<file path="config.mk">
export PLATFORM = sky130hd
export DESIGN_NAME = fbc_calib_ctrl
export DESIGN_NICKNAME = d
export VERILOG_FILES = /design/src/fbc_pkg.sv /design/src/fbc_calib_ctrl.sv
export VERILOG_INCLUDE_DIRS = /design/src
export SDC_FILE = /design/constraint.sdc
export NUM_CORES = 1
export LEC_CHECK = 0
export BUFFER_PORTS_ARGS = -buffer_cell sky130_fd_sc_hd__buf_2
export CORE_ASPECT_RATIO = 1.5
export CORE_MARGIN = 3
export CORE_UTILIZATION = 66
export CTS_BUF_LIST = sky130_fd_sc_hd__clkbuf_8
export DETAILED_ROUTE_END_ITERATION = 8
export PLACE_DENSITY = 0.95
export RECOVER_POWER = 50
export SLEW_MARGIN = 20
export SYNTH_ARGS = -nofsm -noshare
export SYNTH_HDL_FRONTEND = slang
export SYNTH_SLANG_ARGS = --single-unit
</file>
<file path="constraint.sdc">
create_clock -name core_clk_i -period 3.3 [get_ports core_clk_i]
set_input_delay 0 -clock core_clk_i [delete_from_list [all_inputs] [get_ports core_clk_i]]
set_output_delay 0 -clock core_clk_i [all_outputs]
set_load 0.02 [all_outputs]
</file>
<file path="src/fbc_params.svh">
// offsets, field positions, reset values and constants of the filter calibration block
// ==========================================================================
// Operation
// [RULE_01] host programs reference clock rate 20-100 MHz; device uses it when measuring; the code only drives it on ref_rate_o and counting ignores it.
// [RULE_02] host enables the clock doubler for reference clocks of 20-40 MHz.
// [RULE_03] calibration enable bit must be set before a cycle starts.
// [RULE_04] any write to the start register begins one calibration cycle; the code ignores it while cal_en is clear or a cycle is measuring.
// [RULE_05] device counts reference clock cycles across an on-chip RC time constant.
// [RULE_06] the calibration value is readable at 08h once complete.
// [RULE_07] host may override the calibration result by writing 03h; the code only sets the override flag, and the filter still needs bit 4 of 01h.
// [RULE_08] the count is also readable at 09h; both locations are kept.
// [RULE_09] host computes coarse tune factor as count divided by 10370000.
// [RULE_10] host normalises target as wanted bandwidth times coarse tune factor.
// [RULE_11] host picks coarse code 0000-1000 whose range holds the target.
// [RULE_12] host computes trim ratio as target over the band's typical centre.
// [RULE_13] host picks trim code 0000-1011 whose range holds the trim ratio.
// [RULE_14] coarse band code comes from bits 9:6 of 02h.
// [RULE_15] trim code comes from bits 3:0 of 03h.
// [RULE_16] host codes reach the filter only while bit 4 of 01h is set.
// [RULE_17] host may retune from the earlier tune factor without recalibrating.
// [RULE_18] host estimates unknown tune factor from current codes read at 0Ah.
// [RULE_19] coarse and trim codes together cover 3.5 MHz to 50 MHz.
// [RULE_20] input gain is selectable between 0 dB and 10 dB.
// [RULE_21] calibration needs serial access and a valid reference clock on its pin.
// [RULE_22] last count stays stable until a new calibration cycle is started.
// [RULE_23] host reads trim code 1000 lower bound as 1.048.
`ifndef FBC_PARAMS_SVH
`define FBC_PARAMS_SVH

// ==========================================================================
// register offsets
`define FBC_OFS_READ_ADDR   5'h00
`define FBC_OFS_CTRL        5'h01
`define FBC_OFS_GAIN_BAND   5'h02
`define FBC_OFS_TRIM        5'h03
`define FBC_OFS_CAL_START   5'h04
`define FBC_OFS_REF_RATE    5'h05
`define FBC_OFS_CAL_RESULT  5'h08
`define FBC_OFS_CAL_COUNT   5'h09
`define FBC_OFS_STORED      5'h0A

// ==========================================================================
// field positions
`define FBC_CTRL_CAL_EN     0
`define FBC_CTRL_DOUBLER    1
`define FBC_CTRL_USE_HOST   4
`define FBC_GAIN_BIT        0
`define FBC_COARSE_HI       9
`define FBC_COARSE_LO       6
`define FBC_TRIM_HI         3
`define FBC_TRIM_LO         0
`define FBC_RES_DONE        20
`define FBC_RES_BUSY        21
`define FBC_RES_OVR         22

// ==========================================================================
// serial frame, reset values and code limits
`define FBC_CHIP_ADDR       3'h5
`define FBC_FRAME_BITS      6'h20
`define FBC_REF_RATE_RST    7'h50
`define FBC_CODE_RST        4'h0
`define FBC_COARSE_MAX      4'h8
`define FBC_TRIM_MAX        4'hB

`endif

</file>
<file path="src/fbc_pkg.sv">
// types shared by the filter calibration block
package fbc_pkg;

  typedef enum logic [1:0] {
    CAL_IDLE,
    CAL_MEASURE,
    CAL_DONE
  } fbc_cal_state_t;

  typedef struct packed {
    logic       gain_10db;
    logic [3:0] coarse;
    logic [3:0] trim;
  } fbc_filter_t;

  typedef struct packed {
    logic       use_host;
    logic       doubler;
    logic       cal_en;
  } fbc_ctrl_t;

endpackage : fbc_pkg

</file>
<file path="src/fbc_calib_ctrl.sv">
// serial register file and RC calibration control for the dual low-pass filter
`include "fbc_params.svh"

module fbc_calib_ctrl (
  // clock and reset
  input  wire logic                core_clk_i,
  input  wire logic                reset_n_i,
  // four-wire serial port
  input  wire logic                spi_sen_n_i,
  input  wire logic                spi_sck_i,
  input  wire logic                spi_sdi_i,
  output logic                     spi_sdo_o,
  output logic                     spi_sdo_oe_o,
  // calibration pins and analog handshake
  input  wire logic                calibration_reference_clock_pin_i,
  input  wire logic                rc_threshold_i,
  input  wire logic [7:0]          stored_codes_i,
  output logic                     rc_charge_o,
  output logic                     doubler_en_o,
  output logic [6:0]               ref_rate_o,
  // filter setting
  output fbc_pkg::fbc_filter_t     filter_o
);

  // ========================================================================
  // pin synchronisers
  logic [1:0] sen_s_q, sck_s_q, sdi_s_q, ref_s_q, thr_s_q;
  logic [7:0] st1_q, st2_q;
  logic       sen_d1_q, sck_d1_q, ref_d1_q;

  always_ff @(posedge core_clk_i or negedge reset_n_i) begin
    if (!reset_n_i) begin
      sen_s_q  <= 2'h3;
      sck_s_q  <= 2'h0;
      sdi_s_q  <= 2'h0;
      ref_s_q  <= 2'h0;
      thr_s_q  <= 2'h0;
      st1_q    <= 8'h00;
      st2_q    <= 8'h00;
      sen_d1_q <= 1'b1;
      sck_d1_q <= 1'b0;
      ref_d1_q <= 1'b0;
    end else begin
      sen_s_q  <= {sen_s_q[0], spi_sen_n_i};
      sck_s_q  <= {sck_s_q[0], spi_sck_i};
      sdi_s_q  <= {sdi_s_q[0], spi_sdi_i};
      ref_s_q  <= {ref_s_q[0], calibration_reference_clock_pin_i};
      thr_s_q  <= {thr_s_q[0], rc_threshold_i};
      st1_q    <= stored_codes_i;
      st2_q    <= st1_q;
      sen_d1_q <= sen_s_q[1];
      sck_d1_q <= sck_s_q[1];
      ref_d1_q <= ref_s_q[1];
    end
  end

  wire sen_n    = sen_s_q[1];
  wire sen_fall = sen_d1_q & ~sen_n;
  wire sen_rise = ~sen_d1_q & sen_n;
  wire sck_rise = ~sck_d1_q & sck_s_q[1] & ~sen_n;
  wire ref_rise = ~ref_d1_q & ref_s_q[1];
  wire ref_any  = ref_d1_q ^ ref_s_q[1];

  // ========================================================================
  // serial shifter: 24 data, 5 address, 3 chip address bits, MSB first
  logic [31:0] rx_q;
  logic [31:0] tx_q;
  logic [5:0]  bit_cnt_q;
  logic        sdo_q;
  logic        sdo_oe_q;
  logic [23:0] rd_data;
  logic [4:0]  rd_addr_q;

  wire        frame_full = (bit_cnt_q == `FBC_FRAME_BITS);
  wire        frame_ok   = sen_rise & frame_full & (rx_q[2:0] == `FBC_CHIP_ADDR);
  wire [4:0]  wr_addr    = rx_q[7:3];
  wire [23:0] wr_data    = rx_q[31:8];

  always_ff @(posedge core_clk_i or negedge reset_n_i) begin
    if (!reset_n_i) begin
      rx_q      <= 32'h0000_0000;
      tx_q      <= 32'h0000_0000;
      bit_cnt_q <= 6'h00;
      sdo_q     <= 1'b0;
    end else if (sen_fall) begin
      bit_cnt_q <= 6'h00;
      tx_q      <= {rd_data, rd_addr_q, `FBC_CHIP_ADDR};
    end else if (sck_rise) begin
      rx_q      <= {rx_q[30:0], sdi_s_q[1]};
      sdo_q     <= tx_q[31];
      tx_q      <= {tx_q[30:0], 1'b0};
      if (!frame_full) begin
        bit_cnt_q <= bit_cnt_q + 6'h01;
      end
    end
  end

  // pin stays released until a full frame carries this chip address
  always_ff @(posedge core_clk_i or negedge reset_n_i) begin
    if (!reset_n_i) begin
      sdo_oe_q <= 1'b0;
    end else if (sen_rise && frame_full) begin
      sdo_oe_q <= (rx_q[2:0] == `FBC_CHIP_ADDR);
    end
  end

  // ========================================================================
  // host registers
  fbc_pkg::fbc_ctrl_t ctrl_q;
  logic               gain_q;
  logic [3:0]         coarse_q;
  logic [3:0]         trim_q;
  logic [6:0]         rate_q;
  logic               ovr_q;

  wire wr_ctrl  = frame_ok & (wr_addr == `FBC_OFS_CTRL);
  wire wr_band  = frame_ok & (wr_addr == `FBC_OFS_GAIN_BAND);
  wire wr_trim  = frame_ok & (wr_addr == `FBC_OFS_TRIM);
  wire wr_start = frame_ok & (wr_addr == `FBC_OFS_CAL_START);
  wire wr_rate  = frame_ok & (wr_addr == `FBC_OFS_REF_RATE);
  wire wr_rdsel = frame_ok & (wr_addr == `FBC_OFS_READ_ADDR);

  always_ff @(posedge core_clk_i or negedge reset_n_i) begin
    if (!reset_n_i) begin
      ctrl_q    <= '0;
      gain_q    <= 1'b0;
      coarse_q  <= `FBC_CODE_RST;
      trim_q    <= `FBC_CODE_RST;
      rate_q    <= `FBC_REF_RATE_RST;
      rd_addr_q <= 5'h00;
    end else begin
      if (wr_ctrl) begin
        ctrl_q.cal_en   <= wr_data[`FBC_CTRL_CAL_EN];   // RULE_03
        ctrl_q.doubler  <= wr_data[`FBC_CTRL_DOUBLER];
        ctrl_q.use_host <= wr_data[`FBC_CTRL_USE_HOST]; // RULE_16
      end
      if (wr_band) begin
        gain_q   <= wr_data[`FBC_GAIN_BIT];                     // RULE_20
        coarse_q <= wr_data[`FBC_COARSE_HI:`FBC_COARSE_LO];     // RULE_14
      end
      if (wr_trim) begin
        trim_q <= wr_data[`FBC_TRIM_HI:`FBC_TRIM_LO];           // RULE_15
      end
      if (wr_rate) begin
        rate_q <= wr_data[6:0];                                 // RULE_01
      end
      if (wr_rdsel) begin
        rd_addr_q <= wr_data[4:0];
      end
    end
  end

  // ========================================================================
  // calibration: count reference edges while the RC node charges
  fbc_pkg::fbc_cal_state_t state_q;
  fbc_pkg::fbc_cal_state_t state_d;
  logic [23:0]             count_q;
  logic                    charge_q;

  // doubler counts both edges, giving twice the resolution of slow references
  wire ref_tick   = ctrl_q.doubler ? ref_any : ref_rise;
  wire start_ok   = wr_start & ctrl_q.cal_en;                     // RULE_03
  wire count_full = &count_q;

  always_comb begin
    state_d = state_q;
    case (state_q)
      fbc_pkg::CAL_IDLE,
      fbc_pkg::CAL_DONE: begin
        if (start_ok) begin
          state_d = fbc_pkg::CAL_MEASURE;                         // RULE_04
        end
      end
      fbc_pkg::CAL_MEASURE: begin
        if (thr_s_q[1] || count_full || !ctrl_q.cal_en) begin
          state_d = fbc_pkg::CAL_DONE;
        end
      end
      default: begin
        state_d = fbc_pkg::CAL_IDLE;
      end
    endcase
  end

  always_ff @(posedge core_clk_i or negedge reset_n_i) begin
    if (!reset_n_i) begin
      state_q  <= fbc_pkg::CAL_IDLE;
      count_q  <= 24'h00_0000;
      charge_q <= 1'b0;
    end else begin
      state_q  <= state_d;
      charge_q <= (state_d == fbc_pkg::CAL_MEASURE);
      if (state_q != fbc_pkg::CAL_MEASURE && start_ok) begin
        count_q <= 24'h00_0000;                                   // RULE_22
      end else if (state_q == fbc_pkg::CAL_MEASURE && ref_tick && !count_full) begin
        count_q <= count_q + 24'h00_0001;                         // RULE_05
      end
    end
  end

  // a host write to the trim register flags the calibrated result as overridden until the next start
  always_ff @(posedge core_clk_i or negedge reset_n_i) begin
    if (!reset_n_i) begin
      ovr_q <= 1'b0;
    end else if (start_ok) begin
      ovr_q <= 1'b0;
    end else if (wr_trim) begin
      ovr_q <= 1'b1;                                              // RULE_07
    end
  end

  // ========================================================================
  // read-back
  wire [23:0] result_word = {1'b0, ovr_q,
                             (state_q == fbc_pkg::CAL_MEASURE),
                             (state_q == fbc_pkg::CAL_DONE),
                             count_q[19:0]};                      // RULE_06
  wire [23:0] ctrl_word   = {19'h0_0000, ctrl_q.use_host, 2'h0,
                             ctrl_q.doubler, ctrl_q.cal_en};
  wire [23:0] band_word   = {14'h0000, coarse_q, 5'h00, gain_q};

  assign rd_data =
      (rd_addr_q == `FBC_OFS_CTRL)       ? ctrl_word :
      (rd_addr_q == `FBC_OFS_GAIN_BAND)  ? band_word :
      (rd_addr_q == `FBC_OFS_TRIM)       ? {20'h0_0000, trim_q} :
      (rd_addr_q == `FBC_OFS_REF_RATE)   ? {17'h0_0000, rate_q} :
      (rd_addr_q == `FBC_OFS_CAL_RESULT) ? result_word :
      (rd_addr_q == `FBC_OFS_CAL_COUNT)  ? count_q :              // RULE_08
      (rd_addr_q == `FBC_OFS_STORED)     ? {16'h0000, st2_q} :
                                           24'h00_0000;

  // ========================================================================
  // filter codes: host codes while selected, stored codes otherwise
  // codes beyond the top band or trim step are clamped to the last one
  wire [3:0] coarse_sel = ctrl_q.use_host ? coarse_q : st2_q[7:4]; // RULE_16
  wire [3:0] trim_sel   = ctrl_q.use_host ? trim_q   : st2_q[3:0];
  wire [3:0] coarse_lim = (coarse_sel > `FBC_COARSE_MAX) ? `FBC_COARSE_MAX : coarse_sel;
  wire [3:0] trim_lim   = (trim_sel > `FBC_TRIM_MAX) ? `FBC_TRIM_MAX : trim_sel;

  fbc_pkg::fbc_filter_t filter_q;

  always_ff @(posedge core_clk_i or negedge reset_n_i) begin
    if (!reset_n_i) begin
      filter_q <= '0;
    end else begin
      filter_q.gain_10db <= gain_q;                               // RULE_20
      filter_q.coarse    <= coarse_lim;                           // RULE_19
      filter_q.trim      <= trim_lim;                             // RULE_19
    end
  end

  // ========================================================================
  // outputs
  assign spi_sdo_o    = sdo_q;
  assign spi_sdo_oe_o = sdo_oe_q;
  assign rc_charge_o  = charge_q;
  assign doubler_en_o = ctrl_q.doubler;
  assign ref_rate_o   = rate_q;                                   // RULE_01
  assign filter_o     = filter_q;

endmodule : fbc_calib_ctrl

</file>
# Word-level counts from Yosys, hierarchy flattened
# Cells that the tools add are included.
[word_totals] register_bits=148 in_bits=15 output_inout_bits=20 elab_cells=114
[classes] add_sub_neg=2 order_cmp=2 n_eq_ne=19 mux=24 n_bitwise=20 n_reduce_logical=17
[op_table] op="24-bit 2-to-1 mux" count=8
[op_table] op="32-bit 2-to-1 mux" count=2
[op_table] op="24-bit by 1-bit adder with 24-bit output, second input constant" count=1
[op_table] op="24-bit AND reduction" count=1
[op_table] op="5-bit by 2-bit == test with 1-bit output, second input constant" count=4
[op_table] op="6-bit 2-to-1 mux" count=3
[op_table] op="4-bit 2-to-1 mux" count=4
[op_table] op="5-bit by 3-bit == test with 1-bit output, second input constant" count=3
[op_table] op="5-bit by 4-bit == test with 1-bit output, second input constant" count=3
[op_table] op="1-bit bitwise AND" count=14
[op_table] op="5-bit by 1-bit == test with 1-bit output, second input constant" count=2
[op_table] op="4-bit greater-than comparator, second input constant" count=2
[op_table] op="8-bit 2-to-1 mux" count=1
[op_table] op="6-bit by 1-bit adder with 6-bit output, second input constant" count=1
[op_table] op="6-bit == test, second input constant" count=1
[op_table] op="2-bit nonzero test" count=3
[op_table] op="5-bit logical NOT" count=1
[op_table] op="1-bit NOT" count=5
[op_table] op="2-bit by 1-bit == test with 1-bit output, second input constant" count=2
[op_table] op="1-bit logical AND" count=4
[op_table] op="2-bit 2-to-1 mux" count=2
[op_table] op="2-bit one-hot mux with 2 select lines" count=1
[op_table] op="2-bit AND reduction" count=2
[op_table] op="3-bit == test, second input constant" count=1
[op_table] op="9 further kinds" count=13

# Longest topological paths before layout
# Gate-level depths: netlist of the first run.
[logic_depth] ltp_word=9 mapped_depth=9 depth_no_buf=7

# Least setup slack after synthesis of the first run
# Ideal clock, no wire load.
[synth_timing] path_type="reg-to-reg" from="register count_q[0]" to="register count_q[12]" setup_time_ns=0.077 arrival_time_ns=1.956 required_time_ns=3.223 path_slack_ns=1.266 stages_incl_launch_ff=8 path_buffers=1 period_less_slack_ns=2.034 cell_sequence="dfrtp_1 > ha_1 > and4_1 > and4_4 > buf_6 > a21o_4 > or4_1 > a21oi_1"
[synth_between] elab_chain_len=4 elab_cells_between_ends=7 cone_classes="add/sub: 1; mux: 2; reduce/logical: 4"
[synth_lines] item="start: declaration" line_no="fbc_calib_ctrl.sv:157" rtl="logic [23:0] count_q;"
[synth_lines] item="start signal: assignment" line_no="fbc_calib_ctrl.sv:196" rtl="count_q <= count_q + 24'h00_0001;"
[synth_lines] item="parallel branches: the longest is 4 deep, another holds 24-bit by 1-bit adder with 24-bit output"
# Several ways; the timed one is not identified. The select of a mux whose other input is x is not followed.
# A chain may end at the register's enable or synchronous reset.

# Final worst setup path of the first run
[layout_timing] from="register sen_s_q[1]" to="register tx_q[20]"
[layout_between] elab_chain_len=3 elab_cells_between_ends=5 cone_classes="mux: 1; bitwise: 3; reduce/logical: 1"
[layout_lines] item="start: declaration" line_no="fbc_calib_ctrl.sv:27" rtl="logic [1:0] sen_s_q, sck_s_q, sdi_s_q, ref_s_q, thr_s_q;"
[layout_lines] item="start signal: assignment" line_no="fbc_calib_ctrl.sv:44" rtl="sen_s_q <= {sen_s_q[0], spi_sen_n_i};"
[layout_lines] item="1-bit NOT *" line_no="fbc_calib_ctrl.sv:58, fbc_calib_ctrl.sv:60"
[layout_lines] item="1-bit bitwise AND (on tied branches)" line_no="fbc_calib_ctrl.sv:58, fbc_calib_ctrl.sv:60"
[layout_lines] item="32-bit 2-to-1 mux / 2-bit nonzero test (equally long branches)"
[layout_lines] item="end signal: assignment" line_no="fbc_calib_ctrl.sv:87" rtl="tx_q <= {rd_data, rd_addr_q, `FBC_CHIP_ADDR};"
[layout_lines] item="end signal: assignment" line_no="fbc_calib_ctrl.sv:91" rtl="tx_q <= {tx_q[30:0], 1'b0};"
[layout_lines] item="end: declaration" line_no="fbc_calib_ctrl.sv:67" rtl="logic [31:0] tx_q;"
# Mark *: on every way between the ends. The rest lies on a longest branch, timed or not.

==> results of run 1 <==
[through the flow]
stage          cell area (sq um)  setup WS [ns]  cells  utilization [%]
6_report                    7260          0.762    767             76.7
5_1_grt                     7260          0.574    767             76.7
4_1_cts                     7300          0.897    767             77.1
3_3_place_gp                6760           1.07    721             71.4
3_5_place_dp                6760          0.966    721             71.4
2_1_floorplan               6530           1.27    600                -
[cell families (layout without fill, tap and decap cells)]
| logic type | after synthesis | in the layout | share of synthesized area, % |
|---|---|---|---|
| buffers and inverters | 45 | 100 | 2.93 |
| AO/OA/AOI/OAI | 134 | 134 | 12.5 |
| adder cells (fa/ha/maj) | 4 | 4 | 0.766 |
| flip-flops | 148 | 148 | 56.8 |
| multiplexers | 57 | 57 | 9.63 |
| AND/OR/NAND/NOR | 200 | 200 | 15.8 |
| XOR/XNOR | 12 | 12 | 1.61 |
[area by class of cell]
cell class | instances | area [sq um]
fill | 546 | 2210
tap | 112 | 140
multi-input combinational | 407 | 2640
timing repair buffer | 54 | 327
clock inverter | 15 | 160
sequential | 148 | 3710
clock buffer | 17 | 234
inverter | 14 | 52.6
[timing repair]
action,in CTS,in global routing
hold buffers,14,0
buffers inserted,0,0
hold endpoints to repair,102,0
[worst register-to-register path, delay by kind of cell, from the launching register on]
kind             cells  cell delay [ns]
AND/OR/NAND/NOR      3             1.55
AO/OA/AOI/OAI        1             0.10
flip-flops           1             0.76
[metal layers]
layer,share of wire [%],routed length [um],vias up
met5,0,0,-
met4,5.5,947,0
met3,6.8,1160,100
met2,53,9060,330
met1,35,5950,2549
li1,-,-,2238
[flip-flops by register name, summed over array words and instances, names as in the netlist, 2 cells and up]
register / count
sck_s_q: 2
ref_rate_o: 7
coarse_q: 4
ctrl_q: 2
st2_q: 8
sdi_s_q: 2
trim_q: 4
filter_o: 9
rd_addr_q: 5
state_q: 2
sen_s_q: 2
rx_q: 18
tx_q: 32
count_q: 24
thr_s_q: 2
bit_cnt_q: 6
st1_q: 8
ref_s_q: 2
[power breakdown]
| group | internal (W) | leakage, nW | total (W) | switching (W) |
|---|---|---|---|---|
| clock | 0.000633 | 0.201 | 0.00142 | 0.000787 |
| combinational | 0.000105 | 1.08 | 0.000251 | 0.000146 |
| sequential | 0.00192 | 1.90 | 0.00201 | 0.0000939 |
[synthesized netlist by cell type (all sizes together), types with 2 or more instances]
cell type,instances
a2111oi,2
a211oi,4
a21o,2
a21oi,50
a221oi,5
a22o,2
a31oi,6
and2,6
and3,4
and3b,3
and4,6
and4b,2
buf,9
clkbuf,22
dfrtp,143
dfstp,5
ha,4
inv,14
mux2,47
mux2i,10
nand2,50
nand2b,9
nand3,18
nand4,11
nor2,43
nor2b,8
nor3,15
nor3b,4
nor4,6
nor4b,2
o2111ai,4
o211ai,2
o21a,4
o21ai,38
o22a,5
o31ai,5
or3,8
or3b,2
or4,2
xnor2,7
xor2,5
[path summary, 6_finish.rpt]
path,startpoint,endpoint
min in group asynchronous,reset_n_i,tx_q[25]
setup / recovery,sen_s_q[1],tx_q[20]
hold reg to reg,st1_q[2],st2_q[2]
max in group asynchronous,reset_n_i,tx_q[31]
hold / removal,stored_codes_i[4],st1_q[4]
setup reg to reg,sen_s_q[1],tx_q[20]
==> reports/results.txt, run 1 <==
TritonCTS Sinks = 148
Period Utilization, post-route = 76.9%
critical path buffer and inverter count = 0
maximum root-to-sink buffer count = 2
Die Ht = 128 um
most crowded layer after global routing = met2
worst reg2reg path depth = 4
final number of max-transition violations = 95
average detailed-routed wire length per instance = 22.3 um
portion of synthesized cell area occupied by the leading cell type = 54.8%
violations in the final reports = max-capacitance violations, max-slew violations
leading cell type in the layout, fill and taps excluded = sky130_fd_sc_hd__dfrtp_1
synthesis-stage register bit count = 148
top library cells by usage in the layout, fill and taps aside = sky130_fd_sc_hd__dfrtp_1, sky130_fd_sc_hd__a21oi_1, sky130_fd_sc_hd__nand2_1
cells taking the most area after synthesis = sky130_fd_sc_hd__dfrtp_1, sky130_fd_sc_hd__mux2_2, sky130_fd_sc_hd__a21oi_1
global-route wire length before repair = 28,000 um
Synthesized Nets = 619
maximum number of pins on one net before global-route repair = 95
count of antenna-violating nets left after detailed routing = 0
full die area = 0.0112 sq mm
clock input transition at the sequential cells of the worst setup and hold paths = 0.11 ns
power density over the cells = 507 mW/mm^2
fraction of registers with async set/reset = 100%
total overflow reported by the global router = 0
library cell occupying the most area in the post-synthesis netlist = sky130_fd_sc_hd__dfrtp_1
cells after synthesis = 600
critical path data arrival time = 2.86 ns
ratio of cells with drive above 1 in the final layout = 16.9%
antenna violations before repair = 0
Post-Syn Area = 0.00653 sq mm
Syn Area/Cell = 10.9 sq um
effective utilization at floorplan = 69.0%
Rows = 43
number of top-level pins = 35
Max-Slew Margin vs Limit = -51.9%
global routing met1 resource utilization = 39.0%
met2 layer usage reported by global route = 56.0%
sum of negative setup slack = 0 ns
worst setup path category = reg -> reg
maxcap violations = 1
result of the run = finished with violations
number of vias in the routed layout = 5,217
Yosys cell types = 54
wire length reported by the detailed router = 17,100 um
setup repair after global routing missed its margin = no
synthesis warning total = 0
CP delay by family, top = simple AND/OR/NAND/NOR gates
area of the core = 0.00947 sq mm
overall power of the completed layout = 0.00368 W
highest attainable clock frequency = 394 MHz
Final #Nets = 661
I/O Buffers = 34
WP data required = 3.63 ns
final setup violation count = 0
cell depth of the worst setup path = 4
number of inserted diodes = 0
number of enable-type register cells in the synthesized netlist = 0
Area growth, synth to finish = 11.1%
longest individual stage delay on the worst path = 0.76 ns
Hold Vio Cnt, Final = 0
cells along the critical path = or3b_2 -> nand2_1 -> nor2_1 -> a21oi_1
clock root buffer master = sky130_fd_sc_hd__clkbuf_8
master of the slowest instance on the critical path = sky130_fd_sc_hd__dfstp_1
biggest fanout along the worst timing path = 33
CP endpoint kind = flop
placer's final routability congestion estimate = 0.914
vias in the first global route = 5,353
placed wire-length estimate after detailed placement = 10,500 um
number of cells on the worst hold path = 2
M3 GR Usage = 7.01%
Fin Hold WS = 0.163 ns
CTS tree = built
total clock buffers created by CTS = 17
Tmin final = 2.54 ns
number of DRC violations after detailed routing = 0
Iter 0 DRT Violations = 612
most instantiated flip-flop cell in the synthesis netlist = sky130_fd_sc_hd__dfrtp_1
R2R setup slack = 0.76 ns
number of levels in the clock H-tree = 4
Initial DRT Pass Iterations = 7
clock insertion delay at the later pin of the skew report = 0.47 ns
width of the die = 87.2 um
leakage component of the power = 3.19 nW
measured slew at the worst slew-check pin = 2.28 ns
largest voltage drop on the vdd net = 441 uV
Setup crit start kind = flop
Min-Delay Path Class = in -> reg
routed via count divided by cell count = 6.80
combined global-route utilization of all metal layers = 33.1%
worst-case clock skew = 0.0291 ns
part of the Yosys area used for sequential elements = 56.8%
post-cts gate resize count = 0
(Power assumes the default switching activity.)
==> run 2: changes to the inputs <==
--- a/config.mk
+++ b/config.mk
@@ -9,10 +9,10 @@
 export BUFFER_PORTS_ARGS = -buffer_cell sky130_fd_sc_hd__buf_2
 export CORE_ASPECT_RATIO = 1.5
 export CORE_MARGIN = 3
-export CORE_UTILIZATION = 66
+export CORE_UTILIZATION = 57
 export CTS_BUF_LIST = sky130_fd_sc_hd__clkbuf_8
 export DETAILED_ROUTE_END_ITERATION = 8
-export PLACE_DENSITY = 0.95
+export PLACE_DENSITY = 0.89
 export RECOVER_POWER = 50
 export SLEW_MARGIN = 20
 export SYNTH_ARGS = -nofsm -noshare
==> constraint.sdc (replaced) <==
create_clock -name core_clk_i -period 2.1 [get_ports core_clk_i]
set_input_delay 0 -clock core_clk_i [delete_from_list [all_inputs] [get_ports core_clk_i]]
set_output_delay 0 -clock core_clk_i [all_outputs]
set_load 0.02 [all_outputs]
==> run 2 against run 1 <==
The flow now finishes without violations; combinational power up 64%; total power up 57%; worst hold slack better by 0.026 ns; critical path depth up 2; register-to-register slack worse by 0.75 ns; cell count up 8.9%; fmax up 22%; non-clock buffer count up 33; wire length down 5.9%; critical path type unchanged; largest power group unchanged.
==> reports/results.txt, run 2 (synthesis results as in run 1) <==
highest attainable clock frequency = 479 MHz (was 394 MHz)
longest individual stage delay on the worst path = 0.51 ns (was 0.76 ns)
global routing met1 resource utilization = 31.4% (was 39.0%)
final number of max-transition violations = 0 (was 95)
worst reg2reg path depth = 6 (was 4)
power density over the cells = 758 mW/mm^2 (was 507 mW/mm^2)
measured slew at the worst slew-check pin = 0.908 ns (was 2.28 ns)
WP data required = 2.47 ns (was 3.63 ns)
Min-Delay Path Class = in -> reg (unchanged)
vias in the first global route = 5,156 (was 5,353)
Setup crit start kind = flop (unchanged)
final setup violation count = 0 (unchanged)
Max-Slew Margin vs Limit = 39.5% (was -51.9%)
width of the die = 93.4 um (was 87.2 um)
Hold Vio Cnt, Final = 0 (unchanged)
clock input transition at the sequential cells of the worst setup and hold paths = 0.09 ns (was 0.11 ns)
worst setup path category = reg -> reg (unchanged)
Internal Dissipation = 0.00429 W (was 0.00266 W)
maxcap violations = 0 (was 1)
average detailed-routed wire length per instance = 19.3 um (was 22.3 um)
Area growth, synth to finish = 16.6% (was 11.1%)
clock root buffer master = sky130_fd_sc_hd__clkbuf_8 (unchanged)
full die area = 0.0128 sq mm (was 0.0112 sq mm)
master of the slowest instance on the critical path = sky130_fd_sc_hd__or4_1 (was sky130_fd_sc_hd__dfstp_1)
antenna violations before repair = 0 (unchanged)
area of the core = 0.0111 sq mm (was 0.00947 sq mm)
biggest fanout along the worst timing path = 9 (was 33)
Rows = 47 (was 43)
Tmin final = 2.09 ns (was 2.54 ns)
first element of the critical path = count_q[1] (was sen_s_q[1])
capture point of the worst reg-to-reg path = count_q[12] (was tx_q[20])
ratio of cells with drive above 1 in the final layout = 22.1% (was 16.9%)
most flop-heavy register = tx_q (unchanged)
TritonCTS Sinks = 148 (unchanged)
proportion of power drawn by combinational gates = 7.1% (was 6.8%)
sw power = 0.00148 W (was 0.00103 W)
wire length reported by the detailed router = 16,100 um (was 17,100 um)
Layout fillers = 768 (was 546)
number of levels in the clock H-tree = 4 (unchanged)
Die Ht = 137 um (was 128 um)
number of DRC violations after detailed routing = 0 (unchanged)
Period Utilization, post-route = 99.5% (was 76.9%)
sequential power share = 54.3% (was 54.6%)
CP endpoint kind = flop (unchanged)
result of the run = complete, no violations (was finished with violations)
placed wire-length estimate after detailed placement = 11,000 um (was 10,500 um)
combined global-route utilization of all metal layers = 26.6% (was 33.1%)
leakage component of the power = 3.37 nW (was 3.19 nW)
count of antenna-violating nets left after detailed routing = 0 (unchanged)
max FFs per register = 32 (unchanged)
fraction of power spent switching nets = 25.6% (was 27.9%)
I/O Buffers = 34 (unchanged)
overall power of the completed layout = 0.00577 W (was 0.00368 W)
Final #Nets = 694 (was 661)
worst-case clock skew = 0.0220 ns (was 0.0291 ns)
total overflow reported by the global router = 0 (unchanged)
largest registers = tx_q (32), count_q (24), rx_q (18) (unchanged)
met2 layer usage reported by global route = 45.0% (was 56.0%)
maximum root-to-sink buffer count = 2 (unchanged)
total clock buffers created by CTS = 17 (unchanged)
Critical Path End = count_q[12] (was tx_q[20])
top library cells by usage in the layout, fill and taps aside = sky130_fd_sc_hd__dfrtp_1, sky130_fd_sc_hd__a21oi_1, sky130_fd_sc_hd__nand2_1 (unchanged)
R2R setup slack = 0.01 ns (was 0.76 ns)
Initial DRT Pass Iterations = 5 (was 7)
largest voltage drop on the vdd net = 684 uV (was 441 uV)
cells along the critical path = ha_1 -> and4_2 -> and4_4 -> a21o_4 -> or4_1 -> a21oi_1 (was or3b_2 -> nand2_1 -> nor2_1 -> a21oi_1)
placer's final routability congestion estimate = 0.968 (was 0.914)
CTS tree = built (unchanged)
M3 GR Usage = 5.78% (was 7.01%)
critical path data arrival time = 2.46 ns (was 2.86 ns)
effective utilization at floorplan = 58.8% (was 69.0%)
number of inserted diodes = 0 (unchanged)
routed via count divided by cell count = 6.12 (was 6.80)
global-route wire length before repair = 25,900 um (was 28,000 um)
number of vias in the routed layout = 5,109 (was 5,217)
most crowded layer after global routing = met2 (unchanged)
fraction of the core area covered by cells at the end of the flow = 68.5% (was 76.7%)
Clk network pwr share = 38.6% (about the same)
leading cell type in the layout, fill and taps excluded = sky130_fd_sc_hd__dfrtp_1 (unchanged)
number of top-level pins = 35 (unchanged)
clock insertion delay at the later pin of the skew report = 0.45 ns (was 0.47 ns)
maximum number of pins on one net before global-route repair = 61 (was 95)
Iter 0 DRT Violations = 461 (was 612)
Critical R2R Launch = count_q[1] (was sen_s_q[1])
==> run 2: power by group through the flow <==
stage | Combinational [W] | Sequential (W) | Clock (W)
floorplan | 0.000241 | 0.00315 | 0
finish | 0.000411 | 0.00313 | 0.00223
global placement | 0.000370 | 0.00316 | 0
global route | 0.000466 | 0.00315 | 0.00238
detailed placement | 0.000391 | 0.00318 | 0
CTS | 0.000423 | 0.00313 | 0.00223
==> run 2: cell type report <==
type	count	area, sq um	area share, %
clock buffer	18	248	3.25
clock inverter	14	153	2.00
inverter	14	52.6	0.690
multi-input combinational	407	2670	35.1
sequential	148	3710	48.7
tap	147	184	2.41
timing repair buffer	87	599	7.87
==> run 2: what timing repair did <==
action                                 4_1_cts  5_1_grt
setup endpoints to repair                    0       40
endpoints found under the hold margin      159        0
setup buffers                                0        1
gates resized for setup                      0       10
hold buffers                                16        0
==> run 2: worst min path at each step <==
stage	cells after the start	slack, ns	start	to
after floorplan	0	-0.30	reset_n_i	bit_cnt_q[0]
after global placement	1	-0.11	reset_n_i	tx_q[26]
after detailed placement	1	-0.11	reset_n_i	tx_q[26]
after CTS	2	0.17	rc_threshold_i	thr_s_q[0]
after global routing	2	0.17	spi_sdi_i	sdi_s_q[0]
final	2	0.19	stored_codes_i[4]	st1_q[4]
==> run 2: critical path, delay by kind of cell, from the launching register on <==
kind / cells / cell delay, ns
AOI/OAI and AO/OA: 2 / 0.41
DFF: 1 / 0.41
adders and majority gates: 1 / 0.23
and+or+nand+nor: 3 / 0.96
==> run 2: metrics by stage <==
stage                     area [sq um]  TNS, ns  setup WS, ns  hold slack, ns  instances
after floorplan                   6530        0        0.0662          -0.296        600
after global placement            7060        0         0.114          -0.114        786
after detailed placement          7060        0        0.0466          -0.108        786
after CTS                         7620        0        0.0142           0.172        834
after global routing              7620  -0.0979       -0.0363           0.170        835
final                             7620        0        0.0115           0.189        835
==> run 2: metal layers <==
layer  vias up  wire length (um)
li1       2309                 -
met1      2525              6020
met2       216              8440
met3        59               822
met4         0               829
met5         -                 0
==> run 3: changes to the inputs <==
--- a/config.mk
+++ b/config.mk
@@ -9,10 +9,10 @@
 export BUFFER_PORTS_ARGS = -buffer_cell sky130_fd_sc_hd__buf_2
 export CORE_ASPECT_RATIO = 1.5
 export CORE_MARGIN = 3
-export CORE_UTILIZATION = 57
+export CORE_UTILIZATION = 63
 export CTS_BUF_LIST = sky130_fd_sc_hd__clkbuf_8
 export DETAILED_ROUTE_END_ITERATION = 8
-export PLACE_DENSITY = 0.89
+export PLACE_DENSITY = 0.93
 export RECOVER_POWER = 50
 export SLEW_MARGIN = 20
 export SYNTH_ARGS = -nofsm -noshare
==> constraint.sdc (replaced) <==
create_clock -name core_clk_i -period 2.4 [get_ports core_clk_i]
set_input_delay 0 -clock core_clk_i [delete_from_list [all_inputs] [get_ports core_clk_i]]
set_output_delay 0 -clock core_clk_i [all_outputs]
set_load 0.02 [all_outputs]
==> run 3 against run 2 <==
Die area is 9.0% lower; the flow now finishes with violations (max-capacitance violations, max-slew violations); sequential power is 12% lower; clock skew is 0.0089 ns lower; non-clock buffer count is 22 lower; clock power is 12% lower; highest routed layer unchanged; largest cell class unchanged; critical path depth stayed put; register-to-register slack better by 0.17 ns; first-iteration DRC count is 22% lower.
==> reports/results.txt, run 3 (synthesis results as in run 1) <==
number of vias in the routed layout = 5,190 (was 5,109)
result of the run = finished with violations (was complete, no violations)
measured slew at the worst slew-check pin = 1.57 ns (was 0.908 ns)
sw power = 0.00132 W (was 0.00148 W)
final setup violation count = 0 (unchanged)
number of levels in the clock H-tree = 4 (unchanged)
placer's final routability congestion estimate = 0.993 (was 0.968)
sequential power share = 54.3% (about the same)
fraction of power spent switching nets = 25.9% (was 25.6%)
TritonCTS Sinks = 148 (unchanged)
vias in the first global route = 5,246 (was 5,156)
Hold Vio Cnt, Final = 0 (unchanged)
highest attainable clock frequency = 450 MHz (was 479 MHz)
power density over the cells = 687 mW/mm^2 (was 758 mW/mm^2)
post-cts gate resize count = 0 (unchanged)
full die area = 0.0117 sq mm (was 0.0128 sq mm)
ratio of cells with drive above 1 in the final layout = 19.8% (was 22.1%)
Initial DRT Pass Iterations = 6 (was 5)
total overflow reported by the global router = 0 (unchanged)
violations in the final reports = max-capacitance violations, max-slew violations
number of inserted diodes = 0 (unchanged)
Rows = 44 (was 47)
number of top-level pins = 35 (unchanged)
total clock buffers created by CTS = 17 (unchanged)
antenna violations before repair = 0 (unchanged)
average detailed-routed wire length per instance = 21.1 um (was 19.3 um)
area of the multi-input gates = 0.00264 sq mm (was 0.00267 sq mm)
CP endpoint kind = flop (unchanged)
CTS hold repair buffers = 14 (was 16)
I/O Buffers = 34 (unchanged)
setup repair after global routing missed its margin = no
WP data required = 2.73 ns (was 2.47 ns)
longest individual stage delay on the worst path = 0.44 ns (was 0.51 ns)
cells along the critical path = inv_1 -> ha_1 -> and4b_1 -> and4_1 -> nand3_1 -> mux2_2 (was ha_1 -> and4_2 -> and4_4 -> a21o_4 -> or4_1 -> a21oi_1)
Period Utilization, post-route = 92.6% (was 99.5%)
Setup Fix Bufs, Post-CTS = 0 (unchanged)
global-route wire length before repair = 26,400 um (was 25,900 um)
clock input transition at the sequential cells of the worst setup and hold paths = 0.09 ns (about the same)
largest registers = tx_q (32), count_q (24), rx_q (18) (unchanged)
critical path data arrival time = 2.56 ns (was 2.46 ns)
Critical R2R Launch = bit_cnt_q[1] (was count_q[1])
Die Ht = 131 um (was 137 um)
proportion of power drawn by combinational gates = 6.9% (was 7.1%)
Layout fillers = 603 (was 768)
width of the die = 89.2 um (was 93.4 um)
leakage component of the power = 3.29 nW (was 3.37 nW)
Iter 0 DRT Violations = 360 (was 461)
leading cell type in the layout, fill and taps excluded = sky130_fd_sc_hd__dfrtp_1 (unchanged)
biggest fanout along the worst timing path = 7 (was 9)
Internal Dissipation = 0.00376 W (was 0.00429 W)
clock insertion delay at the later pin of the skew report = 0.45 ns (about the same)
placed wire-length estimate after detailed placement = 10,700 um (was 11,000 um)
Max-Slew Margin vs Limit = -4.61% (was 39.5%)
max FFs per register = 32 (unchanged)
effective utilization at floorplan = 65.9% (was 58.8%)
Final #Nets = 672 (was 694)
routed via count divided by cell count = 6.65 (was 6.12)
worst-case clock skew = 0.0132 ns (was 0.0220 ns)
largest voltage drop on the vdd net = 665 uV (was 684 uV)
CTS tree = built (unchanged)
overall power of the completed layout = 0.00507 W (was 0.00577 W)
final number of max-transition violations = 61 (was 0)
most flop-heavy register = tx_q (unchanged)
startpoint of the most critical hold path = spi_sck_i (was stored_codes_i[4])
register cell area after layout = 0.00371 sq mm (unchanged)
master of the slowest instance on the critical path = sky130_fd_sc_hd__dfrtp_1 (was sky130_fd_sc_hd__or4_1)
Setup crit start kind = flop (unchanged)
top library cells by usage in the layout, fill and taps aside = sky130_fd_sc_hd__dfrtp_1, sky130_fd_sc_hd__a21oi_1, sky130_fd_sc_hd__nand2_1 (unchanged)
area of the core = 0.00991 sq mm (was 0.0111 sq mm)
wire length reported by the detailed router = 16,500 um (was 16,100 um)
clock root buffer master = sky130_fd_sc_hd__clkbuf_8 (unchanged)
maxcap violations = 1 (was 0)
worst setup path category = reg -> reg (unchanged)
count of antenna-violating nets left after detailed routing = 0 (unchanged)
Clk network pwr share = 38.7% (was 38.6%)
Area growth, synth to finish = 13.0% (was 16.6%)
maximum root-to-sink buffer count = 2 (unchanged)
sum of negative setup slack = 0 ns (unchanged)
first element of the critical path = bit_cnt_q[1] (was count_q[1])
number of DRC violations after detailed routing = 0 (unchanged)
Tmin final = 2.22 ns (was 2.09 ns)
combined global-route utilization of all metal layers = 30.4% (was 26.6%)
Min-Delay Path Class = in -> reg (unchanged)
maximum number of pins on one net before global-route repair = 62 (was 61)
==> run 3: cell types whose count changed in the layout (fill, tap and decap cells not counted), moves of 2 or more <==
cell | previous run | this run
sky130_fd_sc_hd__buf_2 | 16 | 23
sky130_fd_sc_hd__buf_4 | 32 | 15
sky130_fd_sc_hd__and4_1 | 2 | 4
sky130_fd_sc_hd__and4_2 | 2 | 0
sky130_fd_sc_hd__clkbuf_1 | 18 | 10
==> run 3: power groups by stage <==
stage	Clock, W	Combinational [W]	Sequential (W)
after detailed placement	0	0.000328	0.00279
final	0.00196	0.000351	0.00276
after global placement	0	0.000311	0.00278
after global routing	0.00208	0.000395	0.00277
after CTS	0.00196	0.000353	0.00274
after floorplan	0	0.000210	0.00276
==> run 3: worst max-delay path, delay by kind of cell (launching register included) <==
| kind | cells | cell delay, ns |
|---|---|---|
| fa+ha+maj | 1 | 0.19 |
| flops | 1 | 0.44 |
| buf+inv | 1 | 0.12 |
| simple gates | 3 | 0.98 |
| mux | 1 | 0.38 |
==> run 3: worst paths after layout <==
check / endpoint / slack (ns) / cells after the start
hold / removal: sck_s_q[0] / 0.17 / 2
max in group asynchronous: tx_q[2] / 0.43 / 3
hold reg to reg: sck_s_q[1] / 0.35 / 0
min in group asynchronous: tx_q[31] / 0.48 / 2
setup reg to reg: ref_rate_o[0] / 0.18 / 6
setup / recovery: ref_rate_o[0] / 0.18 / 6
==> run 3: cell type report <==
class | count | area share (%)
Tap cell | 115 | 1.95
Sequential cell | 148 | 50.2
Inverter | 14 | 0.712
Multi-Input combinational cell | 407 | 35.7
Clock inverter | 14 | 2.10
Clock buffer | 18 | 3.36
Timing Repair Buffer | 65 | 5.90
==> run 3: routing by layer <==
metal | routed length, um | part of all wire (%) | global-route usage, % | vias to the layer above
li1 | - | - | - | 2267
met1 | 5730 | 35 | 33.8 | 2566
met2 | 8750 | 53 | 51.9 | 270
met3 | 1070 | 6.5 | 7.47 | 87
met4 | 917 | 5.6 | 18.1 | 0
met5 | 0 | 0 | 0 | -
==> run 3: through the flow <==
stage          hold WS, ns  utilization (%)  area, sq um  cells  worst slack [ns]
6_report             0.173             74.5         7380    781             0.178
5_1_grt              0.163             74.5         7380    781             0.106
4_1_cts              0.102             74.7         7400    781             0.257
3_5_place_dp        0.0121             69.2         6860    735             0.273
3_3_place_gp       0.00184             69.2         6860    735             0.368
2_1_floorplan       -0.296                -         6530    600             0.366
